<file path="config.mk">
export PLATFORM = sky130hd
export DESIGN_NAME = reset_clock_startup_sequencer
export DESIGN_NICKNAME = d
export VERILOG_FILES = /design/src/verilog/startup_seq_pkg.sv /design/src/verilog/cycle_timer.sv /design/src/verilog/reset_clock_startup_sequencer.sv
export VERILOG_INCLUDE_DIRS = /design/src /design/src/verilog
export SDC_FILE = /design/constraint.sdc
export NUM_CORES = 1
export LEC_CHECK = 0
export ABC_AREA = 0
export BUFFER_PORTS_ARGS = -buffer_cell sky130_fd_sc_hd__clkbuf_2
export CAP_MARGIN = 20
export CELL_PAD_IN_SITES_DETAIL_PLACEMENT = 0
export CELL_PAD_IN_SITES_GLOBAL_PLACEMENT = 2
export CORE_UTILIZATION = 41
export CTS_BUF_LIST = sky130_fd_sc_hd__clkbuf_2
export CTS_CLUSTER_SIZE = 10
export DETAILED_ROUTE_END_ITERATION = 8
export GPL_ROUTABILITY_DRIVEN = 0
export GPL_TIMING_DRIVEN = 0
export PLACE_DENSITY = 0.94
export RECOVER_POWER = 50
export SLEW_MARGIN = 0
export SYNTH_ARGS = -nofsm -noshare
export SYNTH_HDL_FRONTEND = slang
export SYNTH_HIERARCHICAL = 1
export SYNTH_SLANG_ARGS = --single-unit
export TNS_END_PERCENT = 30
</file>
<file path="constraint.sdc">
create_clock -name clk -period 6.3 [get_ports clk]
set_input_delay 0.945 -clock clk [delete_from_list [all_inputs] [get_ports clk]]
set_output_delay 0.945 -clock clk [all_outputs]
set_load 0.05 [all_outputs]
</file>
<file path="src/verilog/startup_seq_params.svh">
// timing counts, reset values and encodings for the start-up sequencer
`ifndef STARTUP_SEQ_PARAMS_SVH
`define STARTUP_SEQ_PARAMS_SVH

`define OSC_PERIOD_NS        10
`define WD_PULSE_OSC         512
`define WD_PULSE_CYC         (`WD_PULSE_OSC)
`define BUS_DELAY_OSC        32
`define BUS_DELAY_CYC        (`BUS_DELAY_OSC)
`define BOOT_HOLD_OSC        200
`define PLL_LOCK_OSC         131072
`define WD_CNT_W             10
`define BUS_CNT_W            6
`define LOCK_CNT_W           18
`define PLL_REG_W            16
`define PLL_MULT_LSB         1
`define PLL_MULT_MSB         5
`define PLL_MULT_RESET       5'h00
`define CLKOUT_DIV_RESET     2'h0
`define CLKOUT_DIV_BY4       2'h0
`define CLKOUT_DIV_BY2       2'h1
`define BOOT_PIN_W           4

`endif

</file>
<file path="src/verilog/startup_seq_pkg.sv">
// shared types of the start-up sequencer
package startup_seq_pkg;

    typedef enum logic [1:0] {
        PLL_HALF,
        PLL_LOCKING,
        PLL_MULTIPLIED
    } pll_phase_t;

    typedef struct packed {
        logic [4:0] numerator;
        logic [1:0] denominator;
    } clock_ratio_t;

endpackage

</file>
<file path="src/verilog/cycle_timer.sv">
// one-shot down counter: busy for length cycles, then a done pulse
`timescale 1ns/10ps
module cycle_timer #(
    parameter int W = 8
) (
    input  wire logic         clk,
    input  wire logic         rstn,
    input  wire logic         clear,
    input  wire logic         start,
    input  wire logic [W-1:0] length,
    output logic              busy,
    output logic              done
);
    logic [W-1:0] count;

    always_ff @(posedge clk) begin
        if (!rstn || clear) begin
            count <= '0;
        end else if (start) begin
            count <= length;
        end else if (count != '0) begin
            count <= count - 1'b1;
        end
    end

    always_ff @(posedge clk) begin
        if (!rstn || clear) begin
            busy <= 1'b0;
            done <= 1'b0;
        end else begin
            busy <= start || (count > {{(W-1){1'b0}}, 1'b1});
            done <= !start && (count == {{(W-1){1'b0}}, 1'b1});
        end
    end
endmodule

</file>
<file path="src/verilog/reset_clock_startup_sequencer.sv">
// reset and clock start-up sequencer running on the oscillator clock
//
// What this block does
// - watchdog firing produces a reset pulse of 512 oscillator cycles.
// - bus activity becomes valid 32 oscillator cycles after reset release.
// - at power-up the system clock runs at half the oscillator clock.
// - clock-out divide resets to 0, meaning clock output is system clock over 4 at half rate, oscillator clock over 4 once multiplied.
// - writing PLL control starts a lock phase with system clock at half rate.
// - lock phase lasts 131072 oscillator cycles, then programmed multiple applies.
// - PLL value 0x0004 gives twice, 0x0008 four times the oscillator clock.
// - after release, boot-mode pins are sampled and the boot branch is chosen.
`timescale 1ns/10ps
`include "startup_seq_params.svh"
module reset_clock_startup_sequencer #(
    parameter int PLL_LOCK_CYC = `PLL_LOCK_OSC
) (
    input  wire logic                     clk,
    input  wire logic                     rstn,
    input  wire logic                     device_reset_pin_n,
    input  wire logic                     watchdog_fire,
    input  wire logic                     pll_write,
    input  wire logic [`PLL_REG_W-1:0]    pll_value,
    input  wire logic [1:0]               clock_out_divide_field,
    input  wire logic [`BOOT_PIN_W-1:0]   boot_mode_pins,
    output logic                          internal_reset_n,
    output logic                          watchdog_reset_n,
    output logic                          bus_valid,
    output logic                          boot_valid,
    output logic [`BOOT_PIN_W-1:0]        boot_mode,
    output logic                          pll_locking,
    output startup_seq_pkg::clock_ratio_t system_clock_ratio,
    output logic                          system_clock_en,
    output logic                          clock_output_pin
);
    logic                    pin_meta;
    logic                    pin_sync;
    logic [`BOOT_PIN_W-1:0]  boot_meta;
    logic [`BOOT_PIN_W-1:0]  boot_sync;
    logic                    hold_reset;
    logic                    hold_prev;
    logic                    release_pulse;
    logic                    wd_busy;
    logic                    wd_start;
    logic                    bus_done;
    logic                    lock_busy;
    logic                    lock_done;
    logic [4:0]              pll_mult;
    logic [4:0]              pending_mult;
    logic                    half_rate;
    logic [1:0]              co_div;
    logic                    co_count;
    logic                    co_limit;
    startup_seq_pkg::pll_phase_t phase;

    // two-stage synchroniser for the reset pin; resets to the asserted level
    always_ff @(posedge clk) begin
        if (!rstn) begin
            pin_meta <= 1'b0;
            pin_sync <= 1'b0;
        end else begin
            pin_meta <= device_reset_pin_n;
            pin_sync <= pin_meta;
        end
    end

    // boot straps: only the synchronised copy is ever captured
    always_ff @(posedge clk) begin
        if (!rstn) begin
            boot_meta <= '0;
            boot_sync <= '0;
        end else begin
            boot_meta <= boot_mode_pins;
            boot_sync <= boot_meta;
        end
    end

    // a watchdog pulse retriggered mid-pulse would stretch it, so it is ignored
    assign wd_start      = watchdog_fire && !wd_busy && pin_sync;
    assign hold_reset    = !pin_sync || wd_busy || wd_start;
    assign release_pulse = hold_prev && !hold_reset;

    cycle_timer #(.W(`WD_CNT_W)) u_wd_timer (
        .clk    (clk),
        .rstn   (rstn),
        .clear  (!pin_sync),
        .start  (wd_start),
        .length (`WD_CNT_W'(`WD_PULSE_CYC)),
        .busy   (wd_busy),
        .done   ()
    );

    // counts from the edge the reset is seen gone; the output flop adds one cycle
    cycle_timer #(.W(`BUS_CNT_W)) u_bus_timer (
        .clk    (clk),
        .rstn   (rstn),
        .clear  (hold_reset),
        .start  (release_pulse),
        .length (`BUS_CNT_W'(`BUS_DELAY_CYC)),
        .busy   (),
        .done   (bus_done)
    );

    // a write during the lock phase reloads the full length
    cycle_timer #(.W(`LOCK_CNT_W)) u_lock_timer (
        .clk    (clk),
        .rstn   (rstn),
        .clear  (hold_reset),
        .start  (pll_write && !hold_reset),
        .length (`LOCK_CNT_W'(PLL_LOCK_CYC)),
        .busy   (lock_busy),
        .done   (lock_done)
    );

    // registered so the reset outputs come straight from flops
    always_ff @(posedge clk) begin
        if (!rstn) begin
            hold_prev        <= 1'b1;
            internal_reset_n <= 1'b0;
            watchdog_reset_n <= 1'b1;
        end else begin
            hold_prev        <= hold_reset;
            internal_reset_n <= !hold_reset;
            watchdog_reset_n <= !(wd_busy || wd_start);
        end
    end

    // the boot code runs once the bus is valid, well inside the pin hold window
    always_ff @(posedge clk) begin
        if (!rstn || hold_reset) begin
            bus_valid  <= 1'b0;
            boot_valid <= 1'b0;
            boot_mode  <= '0;
        end else if (bus_done) begin
            bus_valid  <= 1'b1;
            boot_valid <= 1'b1;
            boot_mode  <= boot_sync;
        end
    end

    // multiplier is the register value halved: 0x0004 -> x2, 0x0008 -> x4
    always_ff @(posedge clk) begin
        if (!rstn || hold_reset) begin
            pending_mult <= `PLL_MULT_RESET;
            pll_mult     <= `PLL_MULT_RESET;
        end else begin
            if (pll_write) begin
                pending_mult <= pll_value[`PLL_MULT_MSB:`PLL_MULT_LSB];
            end

            if (pll_write) begin
                pll_mult <= `PLL_MULT_RESET;
            end else if (lock_done) begin
                pll_mult <= pending_mult;
            end
        end
    end

    // a zero multiplier leaves the PLL off, so the lock ends back at half rate
    always_ff @(posedge clk) begin
        if (!rstn || hold_reset) begin
            phase <= startup_seq_pkg::PLL_HALF;
        end else if (pll_write || lock_busy) begin
            phase <= startup_seq_pkg::PLL_LOCKING;
        end else if (lock_done) begin
            phase <= (pending_mult == 5'h00) ? startup_seq_pkg::PLL_HALF : startup_seq_pkg::PLL_MULTIPLIED;
        end
    end

    always_comb begin
        case (phase)
            startup_seq_pkg::PLL_HALF:       half_rate = 1'b1;
            startup_seq_pkg::PLL_LOCKING:    half_rate = 1'b1;
            startup_seq_pkg::PLL_MULTIPLIED: half_rate = 1'b0;
            default:                         half_rate = 1'b1;
        endcase
    end

    // a multiplied system clock cannot be an enable; the tick then fires every cycle
    always_ff @(posedge clk) begin
        if (!rstn) begin
            system_clock_en    <= 1'b0;
            pll_locking        <= 1'b0;
            system_clock_ratio <= '{numerator: 5'h01, denominator: 2'h2};
        end else begin
            system_clock_en <= half_rate ? !system_clock_en : 1'b1;
            pll_locking     <= (phase == startup_seq_pkg::PLL_LOCKING);
            if (half_rate) begin
                system_clock_ratio <= '{numerator: 5'h01, denominator: 2'h2};
            end else begin
                system_clock_ratio <= '{numerator: pll_mult, denominator: 2'h1};
            end
        end
    end

    // clock out toggles on system ticks; divide by 1 degrades to divide by 2
    always_ff @(posedge clk) begin
        if (!rstn || hold_reset) begin
            co_div <= `CLKOUT_DIV_RESET;
        end else begin
            co_div <= clock_out_divide_field;
        end
    end

    // fields 2 and 3 cannot beat the tick rate and act as /2
    assign co_limit = (co_div == `CLKOUT_DIV_BY4);

    always_ff @(posedge clk) begin
        if (!rstn || hold_reset) begin
            co_count         <= 1'b0;
            clock_output_pin <= 1'b0;
        end else if (system_clock_en) begin
            // a count left at 1 by a switch from /4 to /2 must not stall the pin
            if (co_count || !co_limit) begin
                co_count         <= 1'b0;
                clock_output_pin <= !clock_output_pin;
            end else begin
                co_count <= 1'b1;
            end
        end
    end
endmodule

</file>
==> flow_metrics.tcl, run 1 <==
set metrics [dict create \
    leakage_nw 1.747 \
    cp-start-kind "input port" \
    period_share_pct 35.89 \
    worstPathMaxFanout 10 \
    cts-hold-fix-buffers 0 \
    ys_warn_count 6 \
    cts_tree "yes" \
    area_delta_synth_final_pct 14.16 \
    worst_pin_slew_ps 606.1 \
    max_freq_ghz 0.4422 \
    pin_count 45 \
    core_um2 8341 \
    setup_viol 0 \
    finClkSkew_ps 36.03 \
    crit_chain "clkbuf_1 -> and2_1 -> or3_2 -> or3_4 -> nand2b_2 -> buf_6 -> buf_12 -> nor2_1" \
    place_hpwl_mm 4.710 \
    cts_setup_buffers 0 \
    ir_worst_vdd_v 0.00008441 \
    htree_levels 3 \
    cts.sinks 81 \
    die_x_um 95.65 \
    cts-root-buf "clkbuf_2" \
    port_buffers 32 \
    cts_resized 0 \
    maxSlewViolCount 0 \
    max_stage_delay_ps 440 \
    whs_ps 460.4 \
    avgSynthCellArea_um2 9.564 \
    antenna_found_initial 0 \
    rsz0062_at_grt "no" \
    drv_cap 0 \
    nets 486 \
    initial_core_util_pct 43.11 \
    diodes 0 \
    grt_pass1_wl_mm 11.26 \
    drtAntennaViolNets 0 \
    wl_mm 6.499 \
    required_ps 6740 \
    grt-ovfl-total 0 \
    via_per_inst 4.730 \
    first_pass_iters 4 \
    grt_start_max_net_pins 16 \
    crit_type "in -> reg" \
    grt_pass1_vias 2539 \
    netlist_instances 376 \
    groute.usage.overall_pct 15.98 \
    drc 0 \
    hold_path.class "reg -> reg" \
    num_rows 33 \
    endpoint_kind "flip-flop" \
    path_clk_slew_ps 220 \
    dieArea_um2 9149 \
    first_iter_violations 67 \
    drt-wirelength-per-cell_um 11.56 \
    arrival_ps 2700 \
    slew_headroom_pct 59.22 \
    clkLatencyLatePin_ps 530 \
    cts_buffers 9 \
    finalCriticalPeriod_ps 2261 \
    clock_path_buffers 2 \
    critPathSlowestCell "or3_2" \
    fp.dieH_um 95.65 \
    outcome "finished clean" \
    vias 2658 \
    power.density_nw_per_um2 198.6 \
    final_layout_size_suffix_gt1_share_pct 15.75 \
    hold_viol 0 \
    syn_area_um2 3596 \
    setup_tns_ps 0 \
]
[metrics by stage]
stage	instances	instance area [um^2]	setup WS, ps	power, W	utilization, %
after global placement	546	4011	3487	0.0005804	48.09
after global routing	562	4105	3935	0.0008544	49.22
after CTS	562	4111	4048	0.0008232	49.29
after detailed placement	546	4011	3476	0.0005810	48.09
after floorplan	409	3720	3666	0.0005682	-
final	562	4105	4039	0.0008152	49.22
[final timing paths]
| check | start | to | slack [ps] | cells after the start |
|---|---|---|---|---|
| worst max-delay path | pll_write | u_lock_timer/busy | 4040 | 8 |
| worst min-delay path | boot_meta[2] | boot_sync[2] | 460 | 1 |
| worst max register to register | u_lock_timer/count[7] | u_lock_timer/busy | 4170 | 7 |
| worst min register to register | boot_meta[2] | boot_sync[2] | 460 | 1 |
[layout make-up]
class / count / area (um^2)
fill: 799 / 4235
multi-input combinational: 299 / 1951
sequential: 81 / 1622
timing repair buffer: 32 / 157.7
tap: 105 / 131.4
buffer: 15 / 91.34
clock inverter: 7 / 55.05
inverter: 14 / 52.55
clock buffer: 9 / 45.04
[registers in the layout (all words and copies together), names as in the netlist, 2 cells and up]
| register | flops |
|---|---|
| u_bus_timer/count | 6 |
| boot_sync | 4 |
| boot_meta | 4 |
| phase | 2 |
| system_clock_ratio | 7 |
| u_wd_timer/count | 10 |
| co_div | 2 |
| boot_mode | 4 |
| pending_mult | 5 |
| u_lock_timer/count | 18 |
| pll_mult | 5 |
[layer usage]
layer	global-route usage (%)	vias to the layer above	share of wire, %
met5	0	-	0
met4	6.716	0	1.5
met3	3.668	8	2.9
met2	26.31	36	43
met1	20.00	1190	53
li1	-	1424	-
[critical path: cells and delay by family]
family,cells,cell delay (ps)
AND/OR/NAND/NOR,5,1270
buffers and inverters,3,470
[power breakdown]
part	switching (W)	internal, W	total [W]
registers	0.00000285	0.000519	0.000522
logic	0.0000277	0.0000210	0.0000487
clock network	0.000190	0.0000547	0.000245
[cell usage in the layout, fill, tap and decap left out, drive strengths merged, types with 3 or more instances in the layout]
cell and count:
o21ai 4, buf 4, a21oi 16, xnor2 16, nor2b 3, nand2 12
mux2i 19, nor2 53, nor3 18, clkinv 4, and2 19, o31ai 3
clkbuf 52, a211oi 10, or4 7, xor2 7, conb 35, o211a 4
inv 15, nor3b 3, ha 7, nand3 7, or3 6, nand3b 3
nand2b 13, nor4 6, dfxtp 81
(Power assumes the default switching activity.)
==> run 2, diff against run 1 <==
--- a/config.mk
+++ b/config.mk
@@ -6,18 +6,18 @@
 export SDC_FILE = /design/constraint.sdc
 export NUM_CORES = 1
 export LEC_CHECK = 0
-export ABC_AREA = 0
+export ABC_AREA = 1
 export BUFFER_PORTS_ARGS = -buffer_cell sky130_fd_sc_hd__clkbuf_2
 export CAP_MARGIN = 20
 export CELL_PAD_IN_SITES_DETAIL_PLACEMENT = 0
 export CELL_PAD_IN_SITES_GLOBAL_PLACEMENT = 2
-export CORE_UTILIZATION = 41
+export CORE_UTILIZATION = 34
 export CTS_BUF_LIST = sky130_fd_sc_hd__clkbuf_2
 export CTS_CLUSTER_SIZE = 10
 export DETAILED_ROUTE_END_ITERATION = 8
 export GPL_ROUTABILITY_DRIVEN = 0
 export GPL_TIMING_DRIVEN = 0
-export PLACE_DENSITY = 0.94
+export PLACE_DENSITY = 0.88
 export RECOVER_POWER = 50
 export SLEW_MARGIN = 0
 export SYNTH_ARGS = -nofsm -noshare
==> constraint.sdc (replaced) <==
create_clock -name clk -period 2.14 [get_ports clk]
set_input_delay 0.321 -clock clk [delete_from_list [all_inputs] [get_ports clk]]
set_output_delay 0.321 -clock clk [all_outputs]
set_load 0.05 [all_outputs]
==> run 2 against run 1 <==
Net effect: register-to-register slack got worse by 3800 ps; die area increased by 30%; largest power group unchanged; cell count increased by 40%; critical endpoint is now u_lock_timer/count[10]; largest cell class unchanged; first-iteration DRC count increased by 110%.
==> flow_metrics.tcl, run 2 <==
set metrics [dict create \
    hold_viol 0 \
    outcome "finished clean" \
    crit_type "reg -> reg" \
    drc 0 \
    dieArea_um2 11900 \
    max_freq_ghz 0.5713 \
    path_clk_slew_ps 260 \
    maxSlewViolCount 0 \
    antenna_found_initial 0 \
    r2r-start "u_wd_timer/busy" \
    area_delta_synth_final_pct 17.04 \
    reg_top3 "u_lock_timer/count: 18 flops, u_wd_timer/count: 10 flops, system_clock_ratio: 7 flops" \
    port_buffers 32 \
    htree_levels 3 \
    stdcell_area_um2 4564 \
    initial_core_util_pct 35.36 \
    ir_worst_vdd_v 0.0002892 \
    mostFrequentLayoutCells "nand2_1, nor2_1, dfxtp_1" \
    leakage_nw 2.216 \
    worstPathMaxFanout 10 \
    setup_viol 0 \
    required_ps 2640 \
    startpoint "u_wd_timer/busy" \
    final_common_cell "nand2_1" \
    finClkSkew_ps 20.48 \
    via_per_inst 4.297 \
    groute.usage.overall_pct 15.32 \
    netlist_instances 554 \
    power.density_nw_per_um2 548.2 \
    cts-root-buf "clkbuf_2" \
    nFillCells 1193 \
    slew_headroom_pct 58.44 \
    diodes 0 \
    core_um2 11030 \
    largest_reg_flops 18 \
    max_stage_delay_ps 370 \
    rsz0062_at_grt "no" \
    clkLatencyLatePin_ps 540 \
    hold_path.class "in -> reg" \
    period_share_pct 81.79 \
    crit_chain "inv_1 -> nand3_4 -> nor2_1 -> inv_1 -> nand2_1 -> inv_1 -> nand4_4 -> buf_6 -> o211ai_1 -> nor2_1" \
    wl_mm 8.255 \
    worst_pin_slew_ps 623.4 \
    place_hpwl_mm 6.087 \
    cts_buffers 9 \
    grt_pass1_vias 3087 \
    cts_resized 0 \
    grt_pass1_wl_mm 14.17 \
    drv_cap 0 \
    grt_start_max_net_pins 17 \
    final_layout_size_suffix_gt1_share_pct 14.66 \
    grt-ovfl-total 0 \
    nets 677 \
    drt-wirelength-per-cell_um 10.48 \
    first_pass_iters 4 \
    syn_area_um2 3900 \
    pin_count 45 \
    ys_warn_count 6 \
    cts.sinks 81 \
    fp.dieH_um 109.1 \
    endpoint_kind "flip-flop" \
    min-delay-start "pll_write" \
    finalCriticalPeriod_ps 1750 \
    cp-start-kind "flip-flop" \
    die_x_um 109.1 \
    cts_tree "yes" \
    critPathMostFrequentCell "inv_1" \
    num_rows 38 \
    critPathSlowestCell "dfxtp_1" \
    regMostFlops "u_lock_timer/count" \
    arrival_ps 2250 \
    drtAntennaViolNets 0 \
    first_iter_violations 143 \
    avgSynthCellArea_um2 7.040 \
    vias 3386 \
    setup_tns_ps 0 \
    clock_path_buffers 2 \
    dpl_cell_area_um2 4355 \
]
-- run 2: layer usage --
layer | up-vias | GRT usage, % | share of wire, %
met5 | - | 0 | 0
met4 | 0 | 5.792 | 1.1
met3 | 7 | 3.228 | 3.1
met2 | 37 | 25.38 | 46
met1 | 1475 | 19.39 | 50
li1 | 1867 | - | -
-- run 2: cell type report --
cell class	instances	area (um^2)	share of cell area [%]
multi-input combinational	418	2017	44.19
sequential	81	1622	35.53
timing repair buffer	46	300.3	6.579
inverter	75	282.8	6.195
tap	140	175.2	3.838
buffer	12	63.81	1.398
clock inverter	7	58.81	1.288
clock buffer	9	45.04	0.9868
-- run 2: path summary, 6_finish.rpt --
| kind | to | slack (ps) | depth (start not counted) |
|---|---|---|---|
| max | u_lock_timer/count[10] | 390 | 10 |
| min | pending_mult[1] | 40 | 3 |
| max reg2reg | u_lock_timer/count[10] | 390 | 10 |
| min reg2reg | boot_sync[0] | 430 | 2 |
-- run 2: critical path, delay by kind of cell (launching register included) --
| kind | cells | cell delay (ps) |
|---|---|---|
| AND/OR/NAND/NOR | 5 | 700 |
| buffers and inverters | 4 | 560 |
| flip-flops | 1 | 370 |
| AO/OA/AOI/OAI | 1 | 100 |
-- run 2: through the flow --
stage	hold slack [ps]	power (W)	worst slack (ps)	std cells	utilization (%)
global placement	402.3	0.001748	254.5	758	39.49
finish	44.88	0.002502	389.7	788	41.38
detailed placement	406.6	0.001750	235.3	758	39.49
floorplan	390.0	0.001700	617.1	586	-
global route	-0.4254	0.002647	165.8	788	41.38
CTS	6.075	0.002561	356.7	788	41.70
-- run 2: what timing repair did --
action | in CTS | in global routing
endpoints found under the hold margin | 12 | 0
hold buffers | 14 | 0
setup buffers | 0 | 0
-- run 2: report_power, final --
group,total [W],switching [W],leakage [nW],internal [W]
logic,0.000197,0.000120,1.50,0.0000773
clock network,0.000767,0.000594,0.0599,0.000172
registers,0.00154,0.00000898,0.655,0.00153
total,0.00250,0.000724,2.22,0.00178
